File: config.mk
export PLATFORM = sky130hd
export DESIGN_NAME = position_error_direction_unit
export DESIGN_NICKNAME = d
export VERILOG_FILES = /design/src/core/magnitude_sign_comparator.v /design/src/core/position_error_direction_unit.v /design/src/core/shortest_direction_select.v
export VERILOG_INCLUDE_DIRS = /design/src /design/src/core
export SDC_FILE = /design/constraint.sdc
export NUM_CORES = 1
export LEC_CHECK = 0
export ABC_AREA = 1
export BUFFER_PORTS_ARGS = -buffer_cell sky130_fd_sc_hd__buf_2
export CORE_MARGIN = 2
export CORE_UTILIZATION = 38
export CTS_CLUSTER_SIZE = 20
export DETAILED_ROUTE_END_ITERATION = 8
export SETUP_SLACK_MARGIN = 0.02
export SLEW_MARGIN = 20
export SYNTH_ARGS = -nofsm -noshare
export SYNTH_HDL_FRONTEND = slang
export SYNTH_SLANG_ARGS = --single-unit
File: constraint.sdc
create_clock -name clock -period 4.1 [get_ports clock]
set_input_delay 0.41 -clock clock [delete_from_list [all_inputs] [get_ports clock]]
set_output_delay 0.41 -clock clock [all_outputs]
set_load 0.005 [all_outputs]
File: src/core/position_error_direction_unit_regs.vh
// register offsets, field positions, reset values and counts of the
// position error and direction unit
// assumes byte addresses on a 32-bit apb bus, one word per register
`ifndef POSITION_ERROR_DIRECTION_UNIT_REGS_VH
`define POSITION_ERROR_DIRECTION_UNIT_REGS_VH

// register byte offsets
`define PED_CTRL_OFS        8'h00
`define PED_SETPOINT_OFS    8'h04
`define PED_STATUS_OFS      8'h08
`define PED_POS_MON_OFS     8'h0C
`define PED_POS_INT_OFS     8'h10
`define PED_ERR_VALUE_OFS   8'h14

// control register bits (write only, self clearing except auto, which holds)
`define PED_CTRL_ACQUIRE    0
`define PED_CTRL_AUTO       1
`define PED_CTRL_CMD_START  2
`define PED_CTRL_CMD_STOP   3

// status register bits
`define PED_ST_FAULT        0
`define PED_ST_DIR          1
`define PED_ST_INPOS        2
`define PED_ST_BUSY         3
`define PED_ST_ZERO         4
`define PED_ST_SIGN         5
`define PED_ST_CMD_ACTIVE   6
`define PED_ST_ACT_DIR      7
`define PED_ST_AUTO         8

// reset values
`define PED_SETPOINT_RST    16'h0000
`define PED_POS_RST         16'h0000

// apex word layout and counts
`define PED_VALID_HI        15
`define PED_VALID_LO        14
`define PED_VALID_PATTERN   2'h2
`define PED_POS_MASK        16'h3FFF
`define PED_POLL_COUNT      4'hA
`define PED_HALF_RANGE      16'h2000
`define PED_INPOS_LIMIT     8'h03

`endif

File: src/core/magnitude_sign_comparator.v
// 16-bit magnitude, sign and equality of a minus b
// purely combinational; the caller registers the results
`timescale 1ns/100ps
module magnitude_sign_comparator (
  input  wire [15:0] opA,
  input  wire [15:0] opB,
  output reg  [15:0] magnitude,
  output reg  [7:0]  signCode,
  output reg         equal
);
  reg [8:0]  lowDiff;
  reg [8:0]  highDiff;
  reg [15:0] rawDiff;

  always @* begin
    // low byte first, borrow carried into the high byte
    lowDiff  = {1'b0, opA[7:0]} - {1'b0, opB[7:0]};
    highDiff = {1'b0, opA[15:8]} - {1'b0, opB[15:8]}
               - {8'h00, lowDiff[8]};
    rawDiff  = {highDiff[7:0], lowDiff[7:0]};
    equal    = (rawDiff == 16'h0000);
    if (highDiff[8]) begin
      signCode  = 8'hFF;
      magnitude = ~rawDiff + 16'h0001;
    end else begin
      signCode  = 8'h00;
      magnitude = rawDiff;
    end
  end
endmodule // magnitude_sign_comparator

File: src/core/position_error_direction_unit.v
// position error and drive direction unit for one focus or rotation axis
// assumes an apb master on the register side and an apex interface that
// clears its data word on apexRequest and then shows 2'b10 in the top bits
`timescale 1ns/100ps
`include "position_error_direction_unit_regs.vh"
module position_error_direction_unit #(
  parameter [3:0] POLL_COUNT = `PED_POLL_COUNT
) (
  input  wire        clock,
  input  wire        rst_n,
  input  wire        ce,
  // apb slave
  input  wire        psel,
  input  wire        penable,
  input  wire        pwrite,
  input  wire [7:0]  paddr,
  input  wire [31:0] pwdata,
  output reg  [31:0] prdata,
  output reg         pready,
  output reg         pslverr,
  // apex interface
  output reg         apexRequest,
  input  wire [15:0] apexData,
  // drive side
  output reg         apexFault,
  output reg         driveDirection,
  output reg         inPosition,
  output reg         commandActive
);
  localparam [1:0] ST_IDLE = 2'h0;
  localparam [1:0] ST_REQ  = 2'h1;
  localparam [1:0] ST_POLL = 2'h2;
  localparam [1:0] ST_CALC = 2'h3;

  reg [1:0]  state_ff;
  reg [1:0]  nxt_state;
  reg [3:0]  pollCnt_ff;
  reg [3:0]  nxt_pollCnt;
  reg [15:0] setPoint_ff;
  reg [15:0] posMon_ff;
  reg [13:0] posInt_ff;
  reg [15:0] errValue_ff;
  reg        errSign_ff;
  reg        errZero_ff;
  reg        dirLatch_ff;
  reg        auto_ff;
  reg        acqPend_ff;
  reg        nxt_acqPend;

  wire        apbWrite;
  wire        apbSetup;
  wire        ctrlWrite;
  wire        setPointWrite;
  wire        apexValid;
  wire [15:0] curPos;
  wire [15:0] errMag;
  wire [7:0]  errSignCode;
  wire        errEqual;
  wire [15:0] vecMag;
  wire [7:0]  vecSignCode;
  wire        vecDecide;
  wire        vecDir;
  wire        inPosNow;

  // write takes effect only at the completing access edge
  assign apbWrite      = psel & penable & pready & pwrite;
  assign apbSetup      = psel & ~penable;
  assign ctrlWrite     = apbWrite & (paddr == `PED_CTRL_OFS);
  assign setPointWrite = apbWrite & (paddr == `PED_SETPOINT_OFS);
  assign apexValid     = (apexData[`PED_VALID_HI:`PED_VALID_LO]
                          == `PED_VALID_PATTERN);
  assign curPos        = {2'h0, posInt_ff};

  // error as current minus commanded position
  magnitude_sign_comparator errCmp (
    .opA       (curPos),
    .opB       (setPoint_ff),
    .magnitude (errMag),
    .signCode  (errSignCode),
    .equal     (errEqual)
  );

  // direction works on destination minus present position
  magnitude_sign_comparator vecCmp (
    .opA       (setPoint_ff),
    .opB       (curPos),
    .magnitude (vecMag),
    .signCode  (vecSignCode),
    .equal     ()
  );

  shortest_direction_select dirSel (
    .magnitude (vecMag),
    .signCode  (vecSignCode),
    .decide    (vecDecide),
    .direction (vecDir),
    .zeroMag   ()
  );

  // high byte nonzero rules in-position out at once
  assign inPosNow = (errMag[15:8] == 8'h00) &&
                    (errMag[7:0] < `PED_INPOS_LIMIT);

  // acquisition sequencer
  always @* begin
    nxt_state   = state_ff;
    nxt_pollCnt = pollCnt_ff;
    nxt_acqPend = acqPend_ff;
    if (ctrlWrite && pwdata[`PED_CTRL_ACQUIRE]) begin
      nxt_acqPend = 1'b1;
    end
    case (state_ff)
      ST_IDLE: begin
        if (acqPend_ff || auto_ff) begin
          nxt_state   = ST_REQ;
          nxt_acqPend = 1'b0;
        end
      end
      ST_REQ: begin
        nxt_state   = ST_POLL;
        nxt_pollCnt = POLL_COUNT;
      end
      ST_POLL: begin
        if (apexValid) begin
          nxt_state = ST_CALC;
        end else if (pollCnt_ff == 4'h1) begin
          nxt_state = ST_IDLE;
        end else begin
          nxt_pollCnt = pollCnt_ff - 4'h1;
        end
      end
      ST_CALC: begin
        nxt_state = ST_IDLE;
      end
      default: begin
        nxt_state = ST_IDLE;
      end
    endcase
  end

  always @(posedge clock or negedge rst_n) begin
    if (!rst_n) begin
      state_ff    <= ST_IDLE;
      pollCnt_ff  <= 4'h0;
      acqPend_ff  <= 1'b0;
      apexRequest <= 1'b0;
    end else if (ce) begin
      state_ff    <= nxt_state;
      pollCnt_ff  <= nxt_pollCnt;
      acqPend_ff  <= nxt_acqPend;
      // one-cycle strobe; the apex side clears its word on it
      apexRequest <= (nxt_state == ST_REQ);
    end
  end

  // position capture and fault flag
  always @(posedge clock or negedge rst_n) begin
    if (!rst_n) begin
      posMon_ff <= `PED_POS_RST;
      posInt_ff <= 14'h0000;
      apexFault <= 1'b0;
    end else if (ce && state_ff == ST_POLL) begin
      if (apexValid) begin
        apexFault <= 1'b0;
        posMon_ff <= apexData & `PED_POS_MASK;
        posInt_ff <= apexData[13:0];
      end else if (pollCnt_ff == 4'h1) begin
        // stored position stays as it was for this pass
        apexFault <= 1'b1;
      end
    end
  end

  // error and sign after each good acquisition, direction after each one with a nonzero error
  always @(posedge clock or negedge rst_n) begin
    if (!rst_n) begin
      errValue_ff <= 16'h0000;
      errSign_ff  <= 1'b0;
      errZero_ff  <= 1'b1;
      dirLatch_ff <= 1'b0;
      inPosition  <= 1'b0;
    end else if (ce && state_ff == ST_CALC) begin
      // done whether or not a command is running
      errValue_ff <= errMag;
      errSign_ff  <= errSignCode[0];
      errZero_ff  <= errEqual;
      inPosition  <= inPosNow;
      if (vecDecide) begin
        dirLatch_ff <= vecDir;
      end
    end
  end

  // command state; a new command takes the latched direction
  always @(posedge clock or negedge rst_n) begin
    if (!rst_n) begin
      commandActive  <= 1'b0;
      driveDirection <= 1'b0;
      auto_ff        <= 1'b0;
    end else if (ce) begin
      if (ctrlWrite) begin
        auto_ff <= pwdata[`PED_CTRL_AUTO];
      end
      if (ctrlWrite && pwdata[`PED_CTRL_CMD_START]) begin
        commandActive  <= 1'b1;
        driveDirection <= dirLatch_ff;
      end else if (ctrlWrite && pwdata[`PED_CTRL_CMD_STOP]) begin
        commandActive <= 1'b0;
      end else if (state_ff == ST_CALC && commandActive && inPosNow) begin
        commandActive <= 1'b0;
      end
    end
  end

  always @(posedge clock or negedge rst_n) begin
    if (!rst_n) begin
      setPoint_ff <= `PED_SETPOINT_RST;
    end else if (ce && setPointWrite) begin
      // set point lives on the 14-bit circle
      setPoint_ff <= pwdata[15:0] & `PED_POS_MASK;
    end
  end

  // apb answer: data and ready registered in the setup cycle, so every
  // access completes at its first access edge with no wait state
  always @(posedge clock or negedge rst_n) begin
    if (!rst_n) begin
      prdata  <= 32'h00000000;
      pready  <= 1'b0;
      pslverr <= 1'b0;
    end else if (ce) begin
      if (apbSetup) begin
        pready  <= 1'b1;
        pslverr <= 1'b0;
        prdata  <= 32'h00000000;
        case (paddr)
          `PED_CTRL_OFS: begin
            prdata <= 32'h00000000;
          end
          `PED_SETPOINT_OFS: begin
            prdata <= {16'h0000, setPoint_ff};
          end
          `PED_STATUS_OFS: begin
            prdata[`PED_ST_FAULT]      <= apexFault;
            prdata[`PED_ST_DIR]        <= dirLatch_ff;
            prdata[`PED_ST_INPOS]      <= inPosition;
            prdata[`PED_ST_BUSY]       <= (state_ff != ST_IDLE);
            prdata[`PED_ST_ZERO]       <= errZero_ff;
            prdata[`PED_ST_SIGN]       <= errSign_ff;
            prdata[`PED_ST_CMD_ACTIVE] <= commandActive;
            prdata[`PED_ST_ACT_DIR]    <= driveDirection;
            prdata[`PED_ST_AUTO]       <= auto_ff;
          end
          `PED_POS_MON_OFS: begin
            prdata <= {16'h0000, posMon_ff};
          end
          `PED_POS_INT_OFS: begin
            prdata <= {18'h00000, posInt_ff};
          end
          `PED_ERR_VALUE_OFS: begin
            prdata <= {16'h0000, errValue_ff};
          end
          default: begin
            pslverr <= 1'b1;
          end
        endcase
      end else begin
        pready  <= 1'b0;
        pslverr <= 1'b0;
      end
    end
  end
endmodule // position_error_direction_unit

File: src/core/shortest_direction_select.v
// picks the shorter way round the wrapping position circle
// expects magnitude and sign of (destination - present position)
`timescale 1ns/100ps
`include "position_error_direction_unit_regs.vh"
module shortest_direction_select (
  input  wire [15:0] magnitude,
  input  wire [7:0]  signCode,
  output reg         decide,
  output reg         direction,
  output reg         zeroMag
);
  reg [16:0] probe;

  always @* begin
    probe     = {1'b0, magnitude} + {1'b0, (~`PED_HALF_RANGE + 16'h0001)};
    zeroMag   = (magnitude == 16'h0000);
    // no decision at all for a zero error
    decide    = ~zeroMag;
    if (!probe[16]) begin
      // under half the range: the direct path is shorter
      direction = signCode[0];
    end else begin
      // half the range or more: go through the wrap point instead
      direction = ~signCode[0];
    end
  end
endmodule // shortest_direction_select

==> results of run 1 <==
[stage by stage]
stage                     cells  power, W  worst slack, ps
after floorplan             859   0.00300              922
after global placement     1105   0.00350              391
after detailed placement   1105   0.00353              281
after CTS                  1121   0.00436              257
after global routing       1122   0.00474             42.8
final                      1122   0.00435              384
[final timing paths]
| path | end | slack [ps] | cells past startpoint |
|---|---|---|---|
| max | commandActive | 380 | 26 |
| min | prdata[11] | 100 | 1 |
| max reg2reg | commandActive | 380 | 26 |
| min reg2reg | prdata[7] | 480 | 2 |
| max in group asynchronous | posMon_ff[7] | 3190 | 2 |
| min in group clock | posMon_ff[9] | 280 | 3 |
[state kept, by name (all words and copies together) (netlist names), 2 cells and up]
| register | count |
|---|---|
| errValue_ff | 16 |
| prdata | 16 |
| posMon_ff | 14 |
| setPoint_ff | 14 |
| pollCnt_ff | 4 |
| state_ff | 2 |
[power by group through the flow]
stage          sequential (W)  clock, W  combinational, W
6_report              0.00109  0.000809           0.00245
5_1_grt               0.00111  0.000861           0.00277
4_1_cts               0.00109  0.000829           0.00244
3_5_place_dp          0.00110         0           0.00243
3_3_place_gp          0.00110         0           0.00240
2_1_floorplan         0.00107         0           0.00193
[logic make-up after synthesis]
kind of cell,share of synthesized area
muxes,0.00187
buffers and inverters,0.117
and+or+nand+nor,0.300
adders and majority gates,0.0859
xor gates and xnor gates,0.0399
DFF,0.324
other,0.000622
AOI/OAI and AO/OA,0.130
[final cells by class]
type,instances,area [um2]
timing repair buffer,72,378
sequential,78,1950
clock inverter,6,70.1
fill,1624,8920
clock buffer,10,229
inverter,117,439
tap,216,270
multi-input combinational,623,3450
[layer usage]
layer  GRT usage  up-vias  part of all wire
li1            -     2767                 -
met1       0.280     2504              0.47
met2       0.314      162              0.46
met3      0.0275       16             0.060
met4      0.0645        0             0.016
met5           0        -                 0
[cell usage after synthesis (6+ instances only)]
cell type,number,area [um2]
nor2_2,8,50.1
nor2_1,62,233
buf_4,17,128
ha_1,35,438
nand2_2,8,50.1
buf_2,6,30.0
xor2_1,14,123
inv_1,116,435
o21ai_0,57,285
dfrtp_1,77,1930
nand2_1,242,908
nand4_1,8,50.1
nor3_1,8,40.0
nand3_1,61,305
a21oi_1,37,185
clkbuf_1,15,56.3
==> metrics.md, run 1 <==
| Metric | Value |
|---|---|
| Status | `finished, final reports clean` |
| P per Cell Area | `640 nW/um2` |
| Nets | `1,002` |
| Crit. End Element | `flip-flop` |
| Core Util, Final | `0.432` |
| Final setup violation count | `0` |
| Post-CTS Hold Fix Bufs | `0` |
| Clock Skews | `5.70 ps` |
| Seq pwr share | `0.251` |
| Hpwl dp | `12,800 um` |
| Placed cell areas | `6470 um2` |
| LEAKAGE | `3.65 nW` |
| PortBufs | `66` |
| Final hold vios | `0` |
| Syn Inst Count | `844` |
| Startpoint types | `flip-flop` |
| Synthesis-to-layout area growth | `12.7%` |
| Netlist Area Pre-Place | `6030 um2` |
| Die Y | `130 um` |
| Total CTS buffers | `9` |
| Synthesized area per cell | `7.14 um2` |
| Number of global-route vias before repair | `5,025` |
| ANT cells | `0` |
| Reg clk slew, reported paths | `60 ps` |
| VDD IR max | `0.266 mV` |
| Final wirelength | `16,400 um` |
| Max_slew headroom | `0.515` |
| Via Count | `5,449` |
| P_int | `0.00228 W` |
| Commonest cells after routing, fill and taps aside | `nand2_1, inv_1, dfrtp_1` |
| Arr. time, crit path | `3950 ps` |
| Initial antenna violation count | `0` |
| NetSw | `0.00207 W` |
| Combinational power share | `0.563` |
| Critical Path RT | `4330 ps` |
| CP startpoint | `posMon_ff[0]` |
| Sum Neg Setup Slack | `0 ps` |
| Fin crit share | `0.906` |
| Longest Clk Path Bufs | `2` |
| IO Count | `101` |
| Seq/Total Area, Yosys | `0.324` |
| DRC viols | `0` |
| Sw Ratio | `0.475` |
| #FFs+latches synth | `78` |
| Core area | `15,700 um2` |
| # rows | `46` |
| RR Startpoint | `posMon_ff[0]` |
| Main flop type after synthesis | `dfrtp_1` |
| Critical path class | `flip-flop to flip-flop` |
| Clock power share | `0.186` |
| Final Cell Area | `6790 um2` |
| Min cycle time layout | `3720 ps` |
| Most common cell after layout, fill and taps aside | `nand2_1` |
| Clock latency on the worst-skew pair | `340 ps` |
| Fin. max-slew vios | `0` |
| Post-synth ARST share | `1.00` |
| CP Buf/Inv Count | `3` |
| Starting Density | `0.384` |
| First-pass GRT wire length | `25,700 um` |
| Clock sinks | `78` |
| Largest net degree at the start of global routing | `53` |
| RSZ-0062 raised after global routing | `no` |
| Critical path's most frequent cell | `nand2_1` |
| Drt first pass iters | `5` |
| Post-CTS Setup Bufs | `0` |
| CP max FO | `13` |
| Hold Path Class | `input pin to async pin` |
| Vias per Instance | `4.86` |
| GP Congestion | `0.925` |
| Cell family with most CP delay | `simple AND/OR/NAND/NOR gates` |
| GRT Util Overall | `0.198` |
| Worst slew pin tran | `722 ps` |
| Synth warn | `0` |
| Max incr delay on CP | `440 ps` |
| Deepest level of the CTS H-tree | `3` |
| DIE WIDTH | `130 um` |
| Share of layout cells above drive strength 1 | `0.151` |
| Max Cap Viol | `0` |
| EDFF count, synth | `0` |
| Wire length per cell | `14.6 um` |
| Root Driver | `clkbuf_16` |
| GR Overflow Total | `0` |
| DR iter-0 viols | `292` |
| Die ar. | `16,900 um2` |
| Post-DRT Antenna Nets | `0` |
| Post-cts repair resize count | `0` |
| Distinct cells, synth | `51` |
| Max Clk Rate | `269 MHz` |
| Hold WS | `95.1 ps` |
| Max stage delay cell, worst path | `fa_1` |
| CTS tree | `yes` |
Power figures use the tool's default switching activity.
==> run 2, diff against run 1 <==
- ABC_AREA: 1 -> not set
==> metrics.md, run 2 <==
| Metric | Value |
|---|---|
| Synthesized area per cell | `8.37 um2 (+17%)` |
| Synth area leaders | `dfrtp_1, ha_1, o21ai_0, nand2_1, mux2_2` |
| Final Cell Area | `6910 um2 (+1.7%)` |
| Longest Clk Path Bufs | `2 (unchanged)` |
| Distinct cells, synth | `71 (+39%)` |
| Hold Path Class | `input pin to async pin` |
| Max Cap Viol | `0 (unchanged)` |
| Final std cells w/o fill | `962 (-14%)` |
| Deepest level of the CTS H-tree | `3 (unchanged)` |
| Main flop type after synthesis | `dfrtp_1` |
| Vias per Instance | `5.41 (+11%)` |
| Hold WS | `74.0 ps (-21.1 ps)` |
| Max Clk Rate | `250 MHz (-7.1%)` |
| Min cycle time layout | `4000 ps (+282 ps)` |
| Seq/Total Area, Yosys | `0.335 (+0.0108)` |
| Highest routed layer | `met4` |
| IO Count | `101 (unchanged)` |
| Drt first pass iters | `5 (unchanged)` |
| Final wirelength | `15,600 um (-4.9%)` |
| DRC viols | `0 (unchanged)` |
| Post-DRT Antenna Nets | `0 (unchanged)` |
| Clock Skews | `11.2 ps (+5.45 ps)` |
| VDD IR max | `0.316 mV (+19%)` |
| Die ar. | `16,400 um2 (-3.1%)` |
| Via Count | `5,202 (-4.5%)` |
| CP max FO | `4 (-9)` |
| Worst slew pin tran | `790 ps (+68.0 ps)` |
| Netlist Area Pre-Place | `5830 um2 (-3.2%)` |
| #FFs+latches synth | `78 (unchanged)` |
| Nets | `870 (-13%)` |
| Crit. End Element | `flip-flop` |
| CTS tree | `yes` |
| Depth of the most critical reg-to-reg path | `19 (-27%)` |
| Most common cell after layout, fill and taps aside | `nand2_1` |
| DR iter-0 viols | `388 (+33%)` |
| Wire length per cell | `16.2 um (+11%)` |
| Sw Ratio | `0.376 (-0.0986)` |
| Placed insts | `939 (-15%)` |
| Critical Path RT | `4330 ps (about the same)` |
| Synth warn | `0 (unchanged)` |
| DIE WIDTH | `128 um (-1.6%)` |
| Status | `finished, final reports clean` |
| Die Y | `128 um (-1.6%)` |
| GRT Util Overall | `0.192 (-0.00630)` |
| Final hold vios | `0 (unchanged)` |
| Post-synth ARST share | `1.00 (unchanged)` |
| EDFF count, synth | `0 (unchanged)` |
| Clock power share | `0.272 (+0.086)` |
| Total CTS buffers | `9 (unchanged)` |
| Register Area | `1950 um2 (unchanged)` |
| Final setup violation count | `0 (unchanged)` |
| Met3 routed WL | `795 um (-19%)` |
| Synthesis-to-layout area growth | `18.5%` |
| ANT cells | `0 (unchanged)` |
| GP Congestion | `0.885 (-4.3%)` |
| GR Overflow Total | `0 (unchanged)` |
| Synth top area share | `0.330 (+0.0107)` |
| WL met2 | `7430 um (-0.67%)` |
| LEAKAGE | `3.17 nW (-13%)` |
| Initial antenna violation count | `0 (unchanged)` |
| Clock latency on the worst-skew pair | `340 ps (about the same)` |
| Syn Inst Count | `697 (-17%)` |
| NetSw | `0.00115 W (-44%)` |
| Synth top cells by count | `nand2_1, o21ai_0, dfrtp_1` |
| Max_slew headroom | `0.472 (-0.0429)` |
| Area taken by multi-input logic gates | `3680 um2 (+6.4%)` |
| Placement Setup Slack | `48.4 ps (-233 ps)` |
| PortBufs | `66 (unchanged)` |
| First-pass GRT wire length | `25,100 um (-2.4%)` |
| Fin. max-slew vios | `0 (unchanged)` |
| Commonest cells after routing, fill and taps aside | `nand2_1, o21ai_0, dfrtp_1` |
| Share of layout cells above drive strength 1 | `0.229 (+0.0775)` |
| P per Cell Area | `443 nW/um2 (-31%)` |
| Combinational power share | `0.434 (-0.129)` |
| Met1 WL | `7110 um (-7.0%)` |
| Clock sinks | `78 (unchanged)` |
| Number of global-route vias before repair | `5,014 (-0.22%)` |
| Critical path class | `flip-flop to flip-flop` |
| Placed cell areas | `6370 um2 (-1.5%)` |
| Starting Density | `0.386 (+0.00290)` |
| FILL cells | `1,470 (-9.5%)` |
| Top cell type by total area after synthesis | `dfrtp_1` |
| # rows | `45 (-2.2%)` |
| Arr. time, crit path | `4230 ps (+280 ps)` |
| Startpoint types | `flip-flop` |
| Post-CTS Hold Fix Bufs | `0 (unchanged)` |
| Registers with the most flip-flops | `errValue_ff (16), prdata (16)` |
| Root Driver | `clkbuf_16` |
| Seq pwr share | `0.294 (+0.043)` |
| Cell with the most instances after synthesis | `nand2_1` |
| Largest net degree at the start of global routing | `79 (+49%)` |
| Core area | `15,100 um2 (-4.0%)` |
| Reg clk slew, reported paths | `70 ps (about the same)` |
| P_int | `0.00191 W (-16%)` |
| Fin crit share | `0.975 (+0.0689)` |
| Hpwl dp | `11,500 um (-10%)` |
| Fin worst setup slack | `102 ps (-282 ps)` |
-- run 2: cell count changes after synthesis, sizes merged, moves of 10 or more --
cell,delta
nand2,-162
inv,-71
nand3,-42
nor2,-36
o21ai,+20
mux2,+16
xnor2,+14
and3,+12
clkbuf,+11
nor2b,+10
-- run 2: path summary, 6_finish.rpt --
kind / startpoint / end / slack, ps
worst min register to register: prdata[0] / prdata[0] / 480
worst max register to register: posMon_ff[0] / dirLatch_ff / 100
min in group clock: apexData[5] / posMon_ff[5] / 280
max in group asynchronous: rst_n / dirLatch_ff / 3480
worst min-delay path: rst_n / setPoint_ff[11] / 70
worst max-delay path: posMon_ff[0] / dirLatch_ff / 100
-- run 2: critical path, stage by stage, from the launching register on --
cell and delay [ps]:
dfrtp_1 400, buf_4 140, ha_2 200, fa_2 420, nor2b_4 140, o221ai_2 130, a21oi_2 180, o21a_1 120
nor2_1 60, ha_2 200, ha_4 170, and3_1 170, mux2i_2 210, xnor2_2 140, and2_4 200, and3_4 170
o22ai_2 160, a21oi_2 60, or4_1 470, o211a_1 130
-- run 2: metrics by stage --
stage,TNS [ps],util,total power [W]
5_1_grt,-46.7,0.458,0.00327
6_report,0,0.458,0.00306
3_5_place_dp,0,0.422,0.00210
2_1_floorplan,0,-,0.00178
3_3_place_gp,0,0.422,0.00206
4_1_cts,0,0.443,0.00294
-- run 2: routing by layer --
metal | GRT usage | vias up
li1 | - | 2564
met1 | 0.260 | 2475
met2 | 0.314 | 146
met3 | 0.0342 | 17
met4 | 0.0556 | 0
met5 | 0 | -
-- run 2: power groups by stage --
| stage | registers, W | clock network, W | logic (W) |
|---|---|---|---|
| 4_1_cts | 0.000899 | 0.000849 | 0.00119 |
| 6_report | 0.000901 | 0.000834 | 0.00133 |
| 2_1_floorplan | 0.000884 | 0 | 0.000896 |
| 3_3_place_gp | 0.000910 | 0 | 0.00115 |
| 3_5_place_dp | 0.000913 | 0 | 0.00118 |
| 5_1_grt | 0.000909 | 0.000882 | 0.00148 |
-- run 2: cells by family (layout without fill, tap and decap cells) --
logic type                 Yosys count  count (layout)  synth area share
AOI/OAI and AO/OA                  192             192             0.209
xor gates and xnor gates            32              32            0.0528
adders and majority gates           39              39            0.0888
buffers and inverters               95             157            0.0732
DFF                                 78              78             0.335
muxes                               21              21            0.0397
other                                1              16          0.000643
and+or+nand+nor                    239             239             0.201
-- run 2: final cells by class --
type | instances | area share
clock buffers | 10 | 0.0346
clock inverters | 6 | 0.00978
inverters | 46 | 0.0250
multi-input cells | 539 | 0.532
flip-flops and latches | 78 | 0.283
well taps | 188 | 0.0340
repair buffers | 95 | 0.0820
-- run 2: repair_timing --
item | 4_1_cts | 5_1_grt
buffers inserted | 0 | 7
pin swaps | 0 | 18
resized for setup | 1 | 37
endpoints found under the setup margin | 2 | 3
==> run 3, diff against run 2 <==
- CORE_UTILIZATION: 38 -> 30
- SETUP_SLACK_MARGIN: 0.02 -> 0.15
==> metrics.md, run 3 (synthesis gave the netlist of run 2 again) <==
| Metric | Value |
|---|---|
| Largest net degree at the start of global routing | `79 (unchanged)` |
| Clock latency on the worst-skew pair | `350 ps (about the same)` |
| Starting Density | `0.309 (-0.0778)` |
| First-pass GRT wire length | `25,300 um (+0.94%)` |
| Longest Clk Path Bufs | `2 (unchanged)` |
| ANT cells | `0 (unchanged)` |
| VDD IR max | `0.224 mV (-29%)` |
| PortBufs | `66 (unchanged)` |
| DRC viols | `0 (unchanged)` |
| Commonest cells after routing, fill and taps aside | `nand2_1, o21ai_0, dfrtp_1` |
| Die Y | `143 um (+12%)` |
| Max Cap Viol | `0 (unchanged)` |
| Critical Path RT | `4370 ps (+40 ps)` |
| DR iter-0 viols | `333 (-14%)` |
| Core area | `18,900 um2 (+25%)` |
| Via Count | `5,172 (-0.58%)` |
| Max stage delay cell, worst path | `or4_1` |
| Initial antenna violation count | `0 (unchanged)` |
| P per Cell Area | `440 nW/um2 (-0.65%)` |
| Number of global-route vias before repair | `4,851 (-3.3%)` |
| Share of layout cells above drive strength 1 | `0.256 (+0.0273)` |
| Synthesis-to-layout area growth | `23.3%` |
| Crit. End Element | `flip-flop` |
| Arr. time, crit path | `4240 ps (about the same)` |
| Wire length per cell | `15.1 um (-6.9%)` |
| Post-DRT Antenna Nets | `0 (unchanged)` |
| Fin. max-slew vios | `0 (unchanged)` |
| Vias per Instance | `4.93 (-8.8%)` |
| Fin worst setup slack | `131 ps (+28.9 ps)` |
| Status | `finished, final reports clean` |
| Fin crit share | `0.968 (-0.00706)` |
| CP max FO | `8 (+4)` |
| CTS tree | `yes` |
| Reg clk slew, reported paths | `60 ps (about the same)` |
| IO Count | `101 (unchanged)` |
| Critical path class | `flip-flop to flip-flop` |
| Placement Setup Slack | `6.47 ps (-42.0 ps)` |
| Clock sinks | `78 (unchanged)` |
| Registers with the most flip-flops | `errValue_ff (16), prdata (16)` |
| CP cell instances | `inv_2, ha_4, inv_2, fa_2, a21oi_4, o21ai_2, nand3_1, nand2_1, a21oi_2, ha_2, ha_4, nand2_2, a211oi_2, a21oi_1, buf_4, or3_4, a21oi_4, o21ai_1, or4_1, o21ai_1` |
| Root Driver | `clkbuf_16` |
| Die ar. | `20,600 um2 (+26%)` |
| Post-CTS Hold Fix Bufs | `0 (unchanged)` |
| RSZ-0062 raised after global routing | `yes` |
| Tot Pwr | `0.00317 W (+3.3%)` |
| Cell family with most CP delay | `compound AO/OA/AOI/OAI gates` |
| Max_slew headroom | `0.446 (-0.0261)` |
| Final setup violation count | `0 (unchanged)` |
| Hpwl dp | `11,600 um (+1.5%)` |
| Clock Skews | `9.40 ps (-1.75 ps)` |
| Hold Path Class | `input pin to async pin` |
| Max Clk Rate | `252 MHz (+0.73%)` |
| GRT Util Overall | `0.155 (-0.0367)` |
| Final wirelength | `15,800 um (+1.5%)` |
| GR Overflow Total | `0 (unchanged)` |
| CP Buf/Inv Count | `3 (+2)` |
| R2r setup slk | `130 ps (+30 ps)` |
| DIE WIDTH | `143 um (+12%)` |
| GP Congestion | `0.889 (+0.38%)` |
| Startpoint types | `flip-flop` |
| Deepest level of the CTS H-tree | `3 (unchanged)` |
| # rows | `50 (+11%)` |
| Max incr delay on CP | `530 ps (+60 ps)` |
| Nets | `885 (+1.7%)` |
| Min cycle time layout | `3970 ps (-28.9 ps)` |
| Total CTS buffers | `9 (unchanged)` |
| Worst slew pin tran | `829 ps (+39.0 ps)` |
| LEAKAGE | `3.25 nW (+2.7%)` |
| Final hold vios | `0 (unchanged)` |
| Drt first pass iters | `5 (unchanged)` |
| Most common cell after layout, fill and taps aside | `nand2_1` |
## run 3: routing by layer
metal,routed length (um),global-route usage
met1,7950,0.227
met2,7080,0.239
met3,585,0.0230
met4,174,0.0408
met5,0,0
## run 3: path summary, 6_finish.rpt
kind,from,to,depth (start not counted)
min in group clock,apexData[10],posMon_ff[10],3
worst min register to register,prdata[15],prdata[15],2
worst max-delay path,posMon_ff[0],inPosition,20
max in group asynchronous,rst_n,setPoint_ff[0],1
worst max register to register,posMon_ff[0],inPosition,20
worst min-delay path,rst_n,prdata[14],1
## run 3: what timing repair did
| item | 4_1_cts | 5_1_grt |
|---|---|---|
| hold endpoints to repair | 0 | 0 |
| resized for setup | 11 | 43 |
| endpoints found under the setup margin | 3 | 3 |
| pin swaps | 4 | 28 |
| buffers inserted | 1 | 9 |
## run 3: area by class of cell
class / count / area, um2
clock inverters: 5 / 65.1
well taps: 260 / 325
clock buffers: 11 / 253
flip-flops and latches: 78 / 1950
fillers: 1997 / 11700
repair buffers: 110 / 667
multi-input cells: 539 / 3750
inverters: 46 / 173
## run 3: metrics by stage
stage / std cells / utilization / instance area (um2) / TNS [ps] / hold slack, ps
2_1_floorplan: 712 / - / 5890 / 0 / 114
3_3_place_gp: 1023 / 0.347 / 6550 / 0 / 459
3_5_place_dp: 1023 / 0.347 / 6550 / 0 / 466
4_1_cts: 1040 / 0.366 / 6920 / 0 / 254
5_1_grt: 1049 / 0.380 / 7190 / -58.0 / 162
6_report: 1049 / 0.380 / 7190 / 0 / 107
## run 3: power breakdown
| group | leakage (nW) | total [W] | internal, W | switching [W] |
|---|---|---|---|---|
| Clock | 0.156 | 0.000862 | 0.000511 | 0.000351 |
| Combinational | 2.09 | 0.00140 | 0.000641 | 0.000763 |
| Sequential | 1.00 | 0.000900 | 0.000830 | 0.0000698 |
| Total | 3.25 | 0.00317 | 0.00198 | 0.00118 |
